`config.mk`:
```
export PLATFORM = sky130hd
export DESIGN_NAME = issi_top
export DESIGN_NICKNAME = d
export VERILOG_FILES = /design/src/issi_pkg.sv /design/src/issi_top.sv /design/src/issi_fifo.sv
export SDC_FILE = /design/constraint.sdc
export NUM_CORES = 1
export LEC_CHECK = 0
export BUFFER_PORTS_ARGS = -buffer_cell sky130_fd_sc_hd__buf_2
export CORE_MARGIN = 2
export CORE_UTILIZATION = 35
export CTS_BUF_LIST = sky130_fd_sc_hd__clkbuf_16
export CTS_CLUSTER_DIAMETER = 200
export DETAILED_ROUTE_END_ITERATION = 6
export PLACE_DENSITY = 0.54
export SYNTH_ARGS = -nofsm -noshare
export SYNTH_HDL_FRONTEND = slang
export SYNTH_SLANG_ARGS = --single-unit
export TNS_END_PERCENT = 50
```
`constraint.sdc`:
```
create_clock -name clk_i -period 7 [get_ports clk_i]
set_input_delay 0.7 -clock clk_i [delete_from_list [all_inputs] [get_ports clk_i]]
set_output_delay 0.7 -clock clk_i [all_outputs]
set_load 0.005 [all_outputs]
```
`src/issi_pkg.sv`:
```
package issi_pkg;
    // Widths
    localparam int SEL_W    = 8;
    localparam int WORD_W   = 16;
    localparam int CHAR_W   = 4;
    localparam int NSEL     = 16;
    localparam int FIFO_DEP = 8;

    // Select code fields: class, mode, unit
    localparam int CLS_MSB  = 7;
    localparam int CLS_LSB  = 5;
    localparam int MODE_MSB = 4;
    localparam int MODE_LSB = 2;
    localparam int UNIT_MSB = 1;
    localparam int UNIT_LSB = 0;

    // Unit classes
    localparam logic [2:0] CLS_TAPE   = 3'h1;
    localparam logic [2:0] CLS_SCOPE  = 3'h2;
    localparam logic [2:0] CLS_CAMERA = 3'h3;
    localparam logic [2:0] CLS_PUNCH  = 3'h4;
    localparam logic [2:0] CLS_PREAD  = 3'h5;

    // Tape modes
    localparam logic [2:0] MODE_REC    = 3'h0;
    localparam logic [2:0] MODE_REREC  = 3'h1;
    localparam logic [2:0] MODE_RDFWD  = 3'h2;
    localparam logic [2:0] MODE_RDREV  = 3'h3;
    localparam logic [2:0] MODE_REWIND = 3'h4;

    // Code for recording on tape unit 2
    localparam logic [7:0] CODE_TAPE2_REC = 8'h22;

    // Select line positions
    localparam int L_UNIT0        = 0;
    localparam int L_ALL_TAPE_REC = 4;
    localparam int L_ALL_OUTPUT   = 5;
    localparam int L_RD_CAM_NRR   = 6;
    localparam int L_TAPE_REC_NRR = 7;
    localparam int L_ALL_TAPE     = 8;
    localparam int L_ALL_READERS  = 9;
    localparam int L_TAPE_REREC   = 10;
    localparam int L_TAPE_READ    = 11;
    localparam int L_SCOPE        = 12;
    localparam int L_CAMERA       = 13;
    localparam int L_PUNCH        = 14;
    localparam int L_PREAD        = 15;

    // Control counter presets
    localparam logic [1:0] PRESET_READ = 2'h0;
    localparam logic [1:0] PRESET_REC  = 2'h2;
    localparam logic [1:0] PRESET_ONE  = 2'h3;

    // Shift pulses per cycle pulse
    localparam logic [2:0] SHIFTS = 3'h4;

    // Timing
    localparam int CLK_MHZ        = 100;
    localparam int JITTER_MAX_US  = 30;
    localparam int JITTER_MAX_CYC = JITTER_MAX_US * CLK_MHZ;

    // Synchronizer stages
    typedef enum logic [1:0] {
        S_IDLE  = 2'b00,
        S_ARMED = 2'b01,
        S_GATED = 2'b10,
        S_FIRE  = 2'b11
    } issi_sync_t;
endpackage

```
`src/issi_top.sv`:
```
// Overview of operation
// - Eight-bit unit select register loaded from bus drives decoder of many lines.
// - One code may raise several lines; one line may answer several codes.
// - Tape unit 2 record code raises exactly six defined select lines.
// - Select register contents can be read back; decoder outputs are not.
// - Transfer buffer holds program word for recorder, reader word for program.
// - Buffer shifts to pack or split 4-bit tape characters in 16-bit words.
// - Transfer buffer contents can be driven onto the check bus.
// - Select decode presets synchronizer, interlock and control counter per unit.
// - Scope units feed no pulses into the synchronizer.
// - An external pulse sets the first synchronizer stage unless a scope unit is selected.
// - Next carry while first stage set sets the second stage.
// - Next phase pulse gives scope sync, then synchronized pulse clears both stages.
// - Carry source may be swapped for phase pulses to cut jitter.
// - Alarm pulses enter synchronizer and go straight to alarm control.
// - Interlock set by read, record and process-needing select; completion clears.
// - Read or record sense with interlock set gives a stop-clock pulse.
// - Select sense passes for a recorder selection, blocked for a reader.
// - Stop-clock clears interlock so completion later restarts the clock.
// - Each cycle pulse yields four shift pulses, four places per cycle.
// - Completion clears interlock, restarts clock, sets alarm, informs units.
`timescale 1ns/1ps
module issi_top
    import issi_pkg::*;
#(
    parameter int DEPTH = FIFO_DEP
) (
    // Clock and reset
    input  wire logic              clk_i,
    input  wire logic              rst_i,
    // Computer bus and orders
    input  wire logic [WORD_W-1:0] bus_i,
    input  wire logic              sel_load_i,
    input  wire logic              need_process_i,
    input  wire logic              order_read_i,
    input  wire logic              order_record_i,
    input  wire logic              sel_check_i,
    input  wire logic              buf_check_i,
    // Program word stream into the transfer buffer
    input  wire logic              wr_valid_i,
    output logic                   wr_ready_o,
    input  wire logic              rd_take_i,
    // Control counter and timing pulses
    input  wire logic              cycle_pulse_i,
    input  wire logic              complete_i,
    input  wire logic              restorer_cycle_carry_i,
    input  wire logic              clock_phase_pulse_i,
    input  wire logic              phase_sub_i,
    // External units
    input  wire logic              ext_pulse_i,
    input  wire logic              alarm_pulse_i,
    input  wire logic [CHAR_W-1:0] char_in_i,
    // Selection outputs
    output logic [NSEL-1:0]        sel_lines_o,
    output logic [WORD_W-1:0]      check_o,
    output logic                   preset_o,
    output logic [1:0]             ctrl_preset_o,
    // Transfer buffer outputs
    output logic [WORD_W-1:0]      buf_word_o,
    output logic                   buf_valid_o,
    output logic [CHAR_W-1:0]      char_out_o,
    output logic                   shift_o,
    // Synchronizer outputs
    output logic                   scope_sync_o,
    output logic                   sync_pulse_o,
    output logic                   alarm_direct_o,
    // Interlock outputs
    output logic                   interlock_o,
    output logic                   stop_clock_o,
    output logic                   clock_stopped_o,
    output logic                   restart_o,
    output logic                   alarm_set_o,
    output logic                   ext_complete_o
);
    initial begin
        if (DEPTH < 2) begin
            $error("issi_top: buffer depth too small");
        end
    end

    // Select decoder: classes and modes map onto overlapping lines
    function automatic logic [NSEL-1:0] sel_decode(input logic [SEL_W-1:0] c);
        logic [NSEL-1:0] l;
        logic [2:0]      cls;
        logic [2:0]      md;
        l   = '0;
        cls = c[CLS_MSB:CLS_LSB];
        md  = c[MODE_MSB:MODE_LSB];
        unique case (cls)
            CLS_TAPE: begin
                l[L_UNIT0 + int'(c[UNIT_MSB:UNIT_LSB])] = 1'b1;
                l[L_ALL_TAPE] = 1'b1;
                if (md == MODE_REC) begin
                    l[L_ALL_TAPE_REC] = 1'b1;
                    l[L_ALL_OUTPUT]   = 1'b1;
                    l[L_RD_CAM_NRR]   = 1'b1;
                    l[L_TAPE_REC_NRR] = 1'b1;
                end else if (md == MODE_REREC) begin
                    l[L_ALL_TAPE_REC] = 1'b1;
                    l[L_ALL_OUTPUT]   = 1'b1;
                    l[L_TAPE_REREC]   = 1'b1;
                end else if (md == MODE_RDFWD || md == MODE_RDREV) begin
                    l[L_ALL_READERS]  = 1'b1;
                    l[L_RD_CAM_NRR]   = 1'b1;
                    l[L_TAPE_READ]    = 1'b1;
                end else if (md == MODE_REWIND) begin
                    l[L_RD_CAM_NRR]   = 1'b1;
                end else begin
                    l = '0;
                end
            end
            CLS_SCOPE: begin
                l[L_SCOPE]      = 1'b1;
                l[L_ALL_OUTPUT] = 1'b1;
            end
            CLS_CAMERA: begin
                l[L_CAMERA]     = 1'b1;
                l[L_RD_CAM_NRR] = 1'b1;
                l[L_ALL_OUTPUT] = 1'b1;
            end
            CLS_PUNCH: begin
                l[L_PUNCH]      = 1'b1;
                l[L_ALL_OUTPUT] = 1'b1;
            end
            CLS_PREAD: begin
                l[L_PREAD]       = 1'b1;
                l[L_ALL_READERS] = 1'b1;
                l[L_RD_CAM_NRR]  = 1'b1;
            end
            default: l = '0;
        endcase
        return l;
    endfunction

    logic [SEL_W-1:0]  code_q;
    logic [WORD_W-1:0] buf_q;
    logic [CHAR_W-1:0] char_hold_q;
    logic [2:0]        shift_cnt_q;
    logic [2:0]        shift_cnt_d;
    issi_sync_t        st_q;
    issi_sync_t        st_d;

    // Decode of incoming code and of current selection
    logic [NSEL-1:0] dec_w;
    logic            rec_sel;
    logic            rdr_sel;
    logic            scope_sel;
    logic            proc_w;
    logic [1:0]      preset_w;
    assign dec_w     = sel_decode(bus_i[SEL_W-1:0]);
    assign rec_sel   = sel_lines_o[L_ALL_OUTPUT];
    assign rdr_sel   = sel_lines_o[L_ALL_READERS];
    assign scope_sel = sel_lines_o[L_SCOPE];
    assign proc_w    = dec_w[L_TAPE_READ] | dec_w[L_TAPE_REC_NRR];
    assign preset_w  = dec_w[L_TAPE_READ]    ? PRESET_READ :
                       dec_w[L_TAPE_REC_NRR] ? PRESET_REC  : PRESET_ONE;

    // Select register, decoded lines and reset-control preset
    always_ff @(posedge clk_i) begin
        if (rst_i) begin
            code_q        <= '0;
            sel_lines_o   <= '0;
            preset_o      <= 1'b0;
            ctrl_preset_o <= PRESET_ONE;
        end else begin
            preset_o <= sel_load_i;
            if (sel_load_i) begin
                code_q        <= bus_i[SEL_W-1:0];
                sel_lines_o   <= dec_w;
                ctrl_preset_o <= preset_w;
            end
        end
    end

    // Check bus: buffer word or select register read-back
    logic [WORD_W-1:0] check_d;
    assign check_d = buf_check_i ? buf_q :
                     sel_check_i ? {{(WORD_W-SEL_W){1'b0}}, code_q}
                                 : '0;

    always_ff @(posedge clk_i) begin
        if (rst_i) begin
            check_o <= '0;
        end else begin
            check_o <= check_d;
        end
    end

    // Word FIFO from program into the transfer buffer
    logic              ff_valid;
    logic [WORD_W-1:0] ff_data;
    logic              load_buf;
    issi_fifo #(
        .W (WORD_W),
        .D (DEPTH)
    ) u_fifo (
        .clk_i       (clk_i),
        .rst_i       (rst_i),
        .in_valid_i  (wr_valid_i),
        .in_data_i   (bus_i),
        .in_ready_o  (wr_ready_o),
        .out_valid_o (ff_valid),
        .out_data_o  (ff_data),
        .out_ready_i (load_buf)
    );

    // Buffer loads only when empty and not facing a reader
    logic shifting;
    logic shift_in;
    assign load_buf    = ff_valid & ~buf_valid_o & ~rdr_sel;
    assign buf_word_o  = buf_q;
    assign shifting    = shift_cnt_q != '0;
    assign shift_in    = rdr_sel & char_hold_q[CHAR_W-1];
    assign shift_cnt_d = cycle_pulse_i ? SHIFTS :
                         shifting ? shift_cnt_q - 3'h1 : shift_cnt_q;

    // Transfer buffer: load, serial shift by one place per pulse
    always_ff @(posedge clk_i) begin
        if (rst_i) begin
            buf_q <= '0;
        end else if (load_buf) begin
            buf_q <= ff_data;
        end else if (shifting) begin
            buf_q <= {buf_q[WORD_W-2:0], shift_in};
        end
    end

    // Character capture and shift pulse count
    always_ff @(posedge clk_i) begin
        if (rst_i) begin
            char_hold_q <= '0;
            char_out_o  <= '0;
            shift_cnt_q <= '0;
            shift_o     <= 1'b0;
        end else begin
            shift_cnt_q <= shift_cnt_d;
            shift_o     <= shift_cnt_d != '0;
            if (cycle_pulse_i) begin
                char_hold_q <= char_in_i;
                char_out_o  <= buf_q[WORD_W-1:WORD_W-CHAR_W];
            end else if (shifting) begin
                char_hold_q <= {char_hold_q[CHAR_W-2:0], 1'b0};
            end
        end
    end

    // Buffer full flag: set wins over clear
    always_ff @(posedge clk_i) begin
        if (rst_i) begin
            buf_valid_o <= 1'b0;
        end else if (load_buf || (complete_i && rdr_sel)) begin
            buf_valid_o <= 1'b1;
        end else if (rd_take_i || (complete_i && rec_sel)) begin
            buf_valid_o <= 1'b0;
        end
    end

    // Synchronizer stages
    logic ext_any;
    logic carry;
    assign ext_any = (ext_pulse_i | alarm_pulse_i) & ~scope_sel;
    assign carry   = phase_sub_i ? clock_phase_pulse_i
                                 : restorer_cycle_carry_i;

    always_comb begin
        st_d = st_q;
        unique case (st_q)
            S_IDLE:  if (ext_any) st_d = S_ARMED;
            S_ARMED: if (carry) st_d = S_GATED;
            S_GATED: if (clock_phase_pulse_i) st_d = S_FIRE;
            S_FIRE:  st_d = S_IDLE;
        endcase
        if (sel_load_i) begin
            st_d = S_IDLE;
        end
    end

    always_ff @(posedge clk_i) begin
        if (rst_i) begin
            st_q           <= S_IDLE;
            scope_sync_o   <= 1'b0;
            sync_pulse_o   <= 1'b0;
            alarm_direct_o <= 1'b0;
        end else begin
            st_q           <= st_d;
            scope_sync_o   <= st_d == S_FIRE && st_q == S_GATED;
            sync_pulse_o   <= st_q == S_FIRE && !sel_load_i;
            alarm_direct_o <= alarm_pulse_i;
        end
    end

    // Interlock sensing and stop-clock
    logic sense;
    logic stop;
    logic set_il;
    assign sense  = order_read_i | order_record_i
                  | (sel_load_i & rec_sel & ~rdr_sel);
    assign stop   = sense & interlock_o;
    assign set_il = order_read_i | order_record_i
                  | (sel_load_i & (need_process_i | proc_w));

    // Interlock, clock state and completion fan-out
    always_ff @(posedge clk_i) begin
        if (rst_i) begin
            interlock_o     <= 1'b0;
            stop_clock_o    <= 1'b0;
            clock_stopped_o <= 1'b0;
            restart_o       <= 1'b0;
            alarm_set_o     <= 1'b0;
            ext_complete_o  <= 1'b0;
        end else begin
            stop_clock_o   <= stop;
            restart_o      <= complete_i & clock_stopped_o;
            alarm_set_o    <= complete_i;
            ext_complete_o <= complete_i;
            if (stop) begin
                interlock_o <= 1'b0;
            end else if (set_il) begin
                interlock_o <= 1'b1;
            end else if (complete_i) begin
                interlock_o <= 1'b0;
            end
            if (stop) begin
                clock_stopped_o <= 1'b1;
            end else if (complete_i) begin
                clock_stopped_o <= 1'b0;
            end
        end
    end
endmodule

```
`src/issi_fifo.sv`:
```
`timescale 1ns/1ps
module issi_fifo
    import issi_pkg::*;
#(
    parameter int W = 16,
    parameter int D = 8
) (
    // Clock and reset
    input  wire logic         clk_i,
    input  wire logic         rst_i,
    // Fill side
    input  wire logic         in_valid_i,
    input  wire logic [W-1:0] in_data_i,
    output logic              in_ready_o,
    // Drain side
    output logic              out_valid_o,
    output logic [W-1:0]      out_data_o,
    input  wire logic         out_ready_i
);
    localparam int AW = (D > 1) ? $clog2(D) : 1;

    initial begin
        if (D < 2 || (D & (D - 1)) != 0 || W < 1) begin
            $error("issi_fifo: depth must be a power of two");
        end
    end

    logic [W-1:0] mem_q [D];
    logic [AW-1:0] wp_q;
    logic [AW-1:0] rp_q;
    logic [AW:0]   cnt_q;
    logic [AW:0]   cnt_d;
    logic          push;
    logic          pop;

    // Handshakes and occupancy
    assign push  = in_valid_i & in_ready_o;
    assign pop   = out_valid_o & out_ready_i;
    assign cnt_d = cnt_q + (AW+1)'(push) - (AW+1)'(pop);

    // Pointers, count and registered flags
    always_ff @(posedge clk_i) begin
        if (rst_i) begin
            wp_q        <= '0;
            rp_q        <= '0;
            cnt_q       <= '0;
            in_ready_o  <= 1'b1;
            out_valid_o <= 1'b0;
        end else begin
            wp_q        <= wp_q + AW'(push);
            rp_q        <= rp_q + AW'(pop);
            cnt_q       <= cnt_d;
            in_ready_o  <= cnt_d != (AW+1)'(D);
            out_valid_o <= cnt_d != '0;
        end
    end

    // Storage
    always_ff @(posedge clk_i) begin
        if (push) begin
            mem_q[wp_q] <= in_data_i;
        end
    end

    // Read data registered, head word after each move
    always_ff @(posedge clk_i) begin
        if (rst_i) begin
            out_data_o <= '0;
        end else if (push && (cnt_q == '0 || (pop && cnt_q == 1))) begin
            out_data_o <= in_data_i;
        end else if (pop) begin
            out_data_o <= mem_q[rp_q + AW'(1)];
        end
    end
endmodule

```
; ---- After elaboration in Yosys (flattened, before gate mapping)
; Memory sizes are Yosys's and may differ from the RTL's.
; Index checks and enable logic that the tools add are counted.
[classes]
div = 0
shifts = 0
addsub = 6
bitwise_logic = 20
n_mul = 0
muxes = 54
n_lt_le_gt_ge = 2
n_reduce_logical = 27
n_eq_ne = 15
[op_table]
columns = operator, count
row1 = two-way mux 16 bit, 5
row2 = two-way mux 4 bit, 8
row3 = two-way mux 2 bit, 10
row4 = two-way mux 1 bit, 17
row5 = one-hot mux 1 bit (2 select lines), 7
row6 = "== test 3 x 2 -> 1 bit, second input constant", 4
row7 = nonzero test 2 bit, 6
row8 = AND 1 bit, 11
row9 = "== test 3 bit, second input constant", 3
row10 = two-way mux 8 bit, 1
row11 = one-hot mux 2 bit (4 select lines), 1
row12 = logical AND 1 bit, 7
row13 = adder 3 x 1 -> 3 bit, 2
row14 = "== test 2 bit, second input constant", 3
row15 = "== test 3 x 1 -> 1 bit, second input constant", 2
row16 = two-way mux 3 bit, 2
row17 = two-way mux 6 bit, 1
row18 = bitwise OR 1 bit, 6
row19 = nonzero test 3 bit, 2
row20 = "less-than comparator 2 x 5 -> 1 bit, second input constant", 1
row21 = two-way mux 5 bit, 1
row22 = adder 4 x 1 -> 4 bit, 1
row23 = "== test 4 x 1 -> 1 bit, second input constant", 1
row24 = logical NOT 4 bit, 1
row25 = other kinds (15), 21
[word_totals]
latch_bits = 0
ram_bits = 128
in_bits = 37
output_inout_bits = 67
regBits = 110
word_cells = 151
mem_count = 1
romBits = 0
[mem_list]
columns = memory, depth, width, read_ports, rd_clocked_by_memory_dff, write_ports, line
row1 = u_fifo.mem_q, 8, 16, 1, 0, 1, issi_fifo.sv:28  ; logic [W-1:0] mem_q [D];

; ---- Longest topological paths before layout
[depth]
word_depth = 14
mapped_depth = 10

; ---- Cells and area by module
; A second synthesis with hierarchy kept.
[unflattened]
hier_cells = 797
area_unflattened_um2 = 9739.3
[by_module_without_submodules]
columns = mod, seq_area_each_um2, cells_each, n_inst, area_per_inst_um2
row1 = issi_fifo, 4404.2, 448, 1, 6513.7
row2 = issi_top, 1641.6, 349, 1, 3225.6

; ---- Worst setup path before layout
; Ideal clock, no wire load.
[synth_path]
path_type = reg-to-reg
start = reg sel_lines_o[9]
end = reg u_fifo.in_ready_o
arrival_time_ns = 2.603
path_slack_ns = 4.264
setup_time_ns = 0.132
path_stages_with_launch = 11
required_ns = 6.868
path_cell_list = dfxtp_1 -> or3b_1 -> buf_6 -> clkbuf_1 -> nand2_1 -> nand2_1 -> ha_1 -> fa_1 -> xnor2_1 -> nor3b_1 -> or3b_2
[synth_via]
elab_chain_cells = 5
[synth_rtl]
columns = item, line
row1 = "start, declared", issi_top.sv:54  ; output logic [NSEL-1:0] sel_lines_o,
row2 = "start signal, assigned", issi_top.sv:169  ; sel_lines_o <= dec_w;
row3 = inverter 1 bit, issi_top.sv:210  ; assign load_buf = ff_valid & ~buf_valid_o & ~rdr_sel;
row4 = AND 1 bit, issi_top.sv:210
row5 = AND 1 bit, issi_fifo.sv:38  ; assign pop = out_valid_o & out_ready_i;
row6 = subtractor 4 x 1 -> 4 bit, issi_fifo.sv:39  ; assign cnt_d = cnt_q + (AW+1)'(push) - (AW+1)'(pop);
row7 = inequality test 4 bit, issi_fifo.sv:53  ; in_ready_o <= cnt_d != (AW+1)'(D);
row8 = "end signal, assigned", issi_fifo.sv:53
row9 = "end, declared", issi_fifo.sv:14  ; output logic in_ready_o,
; No other way between the ends.
; A chain may end at the register's enable or synchronous reset.

; ---- Worst setup path after layout
; Same ends and word-level chain as after synthesis.

==> flow_metrics.env <==
export IMPL_min_period_ps=2800
export IMPL_area_delta_synth_final_pct=18.0
export IMPL_nFillCells=2496
export IMPL_yosys_area_top_type="edfxtp_1"
export IMPL_fmax_mhz=357
export IMPL_gp_congestion=0.746
export IMPL_critical_path_peak_fanout=34
export IMPL_nets=866
export IMPL_drc_errors=5
export IMPL_crit_type="register to register"
export IMPL_initial_core_util=0.357
export IMPL_endpoint_kind="register"
export IMPL_yosys_top_cells_area="edfxtp_1, dfxtp_1, mux2_2"
export IMPL_ys_ff_latch=238
export IMPL_start_kind="register"
export IMPL_finClkSkew_ps=22.8
export IMPL_dpl_hpwl_mm=13.4
export IMPL_violations="DRC"
export IMPL_whs_ps=409
export IMPL_status="finished, violations left"
export IMPL_final_layout_size_suffix_gt1_frac=0.248
export IMPL_synth_top_area_frac=0.412
export IMPL_cap_violations=0
export IMPL_synth_flop_cell="edfxtp_1"
export IMPL_synthCells=722
export IMPL_synth_distinct_cells=53
export IMPL_cts_buffer_depth=3
export IMPL_synth_compound_area_frac=0.0933
export IMPL_p_switching_mw=1.27
export IMPL_crit_required_ps=7400
export IMPL_p_comb_frac=0.259
export IMPL_io_buffer_count=103
export IMPL_vias=5966
export IMPL_cts_setup_buffers=0
export IMPL_cts_tree="yes"
export IMPL_cts_root_buf="clkbuf_16"
export IMPL_synth_nets=770
export IMPL_ir_drop_uv=249
export IMPL_slew_headroom=0.227
export IMPL_synth_fa_ha_area_frac=0.0155
export IMPL_fp_dieH_um=167
export IMPL_drt_first_pass_iters=6
export IMPL_clkPwrFrac=0.313
export IMPL_synth_xor_area_share=0.00657
export IMPL_path_clk_slew_ps=60
export IMPL_yosysWarnings=0
export IMPL_die_w_um=167
export IMPL_clock_latency_ps=530
export IMPL_drt_iter0_markers=441
export IMPL_slew_viol_final=0
export IMPL_grt_setup_unrepaired="no"
export IMPL_rows=59
export IMPL_via_per_inst=5.09
export IMPL_post_cts_resized=0
export IMPL_grt_usage=0.152
export IMPL_antenna_cells=0
export IMPL_setup_viol=0
export IMPL_synth_area_per_cell_um2=12.9
export IMPL_p_seq_frac=0.428
export IMPL_synth_edf_count=128
export IMPL_final_setup_tns_ps=0
export IMPL_pin_count=104
export IMPL_wl_mm=21.9
export IMPL_final_common_cell="edfxtp_1"
export IMPL_power_density_nw_per_um2=382
export IMPL_synth_area_um2=9340
export IMPL_synth_top_family_by_area="multiplexers"
export IMPL_hold_violations=0
export IMPL_grt_ovfl_total=0
export IMPL_grt_antenna_before_repair=0
export IMPL_async_flop_share=0
export IMPL_critPathArrivalTime_ps=3200
export IMPL_worst_slew_pin_slew_ps=1150
export IMPL_internal_power_mw=2.94
export IMPL_ys_seq_area_frac=0.647
export IMPL_drt_antenna_violating_nets=0
export IMPL_cts_sinks=238
export IMPL_numCtsBuffers=26
export IMPL_cts_max_level=1
export IMPL_grt_pass1_wl_mm=33.4
export IMPL_synth_mux_area_frac=0.113
export IMPL_hp_class="input port to register"
export IMPL_synth_simple_area_share=0.0977
export IMPL_route_detailed_wl_per_inst_um=18.7
export IMPL_p_leak_nw=4.12
export IMPL_switching_share=0.302
export IMPL_grt_pass1_vias=5817
export IMPL_final_cell_mix="edfxtp_1, dfxtp_1, buf_2, nor2_1, mux2_2"
export IMPL_period_share=0.400
export IMPL_cts_hold_buf=0
export IMPL_grt_max_degree=73
export IMPL_core_area_um2=26100
export IMPL_design_die_area_um2=28000
## worst max-delay path: stages (launching register included)
cell and delay [ps]:
dfxtp_1 370, or3b_1 360, buf_4 250, nand2_1 110, nand2_1 50, ha_1 220, fa_1 410, xnor2_1 180
nor3b_1 260, or3b_2 460
## worst paths after layout
check / start / end / slack, ps / depth (start not counted)
max reg2reg: sel_lines_o[9] / u_fifo.in_ready_o / 4200 / 9
max: sel_lines_o[9] / u_fifo.in_ready_o / 4200 / 9
min: char_in_i[3] / char_hold_q[3] / 410 / 3
min reg2reg: sel_lines_o[2] / sel_lines_o[2] / 450 / 2
## synthesized netlist by cell type, types with 6 or more instances
cell and count:
edfxtp_1 128, dfxtp_1 110, nor2_1 69, mux2_2 49, mux2i_1 48, o22ai_1 32, nand2_1 29, a21oi_1 26
clkbuf_1 24, nand3_1 18, a22oi_1 16, a211oi_1 15, o211ai_1 14, nand2b_1 13, nor2b_1 13, buf_2 12
and2_1 11, ha_1 10, inv_1 9, buf_1 8, xnor2_1 7, nor3_1 6
## layer usage
layer,routed length (µm),vias to the layer above,global-route usage
met1,9800,2918,0.199
met5,0,-,0
li1,-,2876,-
met4,548,0,0.0450
met2,10600,136,0.259
met3,961,36,0.0295
## metrics by stage
| step | cell area (µm²) | total power [mW] | cells | worst slack, ps | utilization |
|---|---|---|---|---|---|
| after CTS | 11000 | 4.26 | 1173 | 4180 | 0.422 |
| after global placement | 10200 | 2.93 | 1125 | 4260 | 0.390 |
| after floorplan | 9340 | 2.58 | 722 | 4260 | - |
| after detailed placement | 10200 | 2.93 | 1125 | 4250 | 0.390 |
| after global routing | 11000 | 4.42 | 1173 | 4020 | 0.422 |
| final | 11000 | 4.21 | 1173 | 4200 | 0.422 |
## final cells by class
class / instances / area (µm²) / share of cell area
inverters: 10 / 37.5 / 0.00341
clock buffers: 26 / 651 / 0.0591
repair buffers: 115 / 608 / 0.0552
multi-input cells: 427 / 3070 / 0.279
flip-flops and latches: 238 / 6050 / 0.549
clock inverters: 22 / 184 / 0.0167
well taps: 335 / 419 / 0.0380
## state kept, by name, summed over array words and instances (netlist names), 2 cells and up
name	flops
u_fifo.rp_q	3
code_q	8
u_fifo.mem_q	128
shift_cnt_q	3
u_fifo.wp_q	3
buf_word_o	16
u_fifo.out_data_o	16
ctrl_preset_o	2
char_hold_q	4
sel_lines_o	16
u_fifo.cnt_q	4
st_q	2
check_o	16
char_out_o	4
## power groups by stage
stage | clock network, mW | registers, mW | logic (mW)
2_1_floorplan | 0 | 1.78 | 0.802
3_3_place_gp | 0 | 1.83 | 1.09
3_5_place_dp | 0 | 1.83 | 1.10
4_1_cts | 1.35 | 1.81 | 1.10
5_1_grt | 1.40 | 1.82 | 1.20
6_report | 1.32 | 1.80 | 1.09
## logic make-up (layout without fill, tap and decap cells)
family,after synthesis,in the layout
compound gates,128,128
flops,238,238
fa+ha+maj,11,11
mux,98,98
simple gates,183,183
xor+xnor,7,7
buf+inv,57,173
No activity file was read; power rests on OpenSTA's default activity.
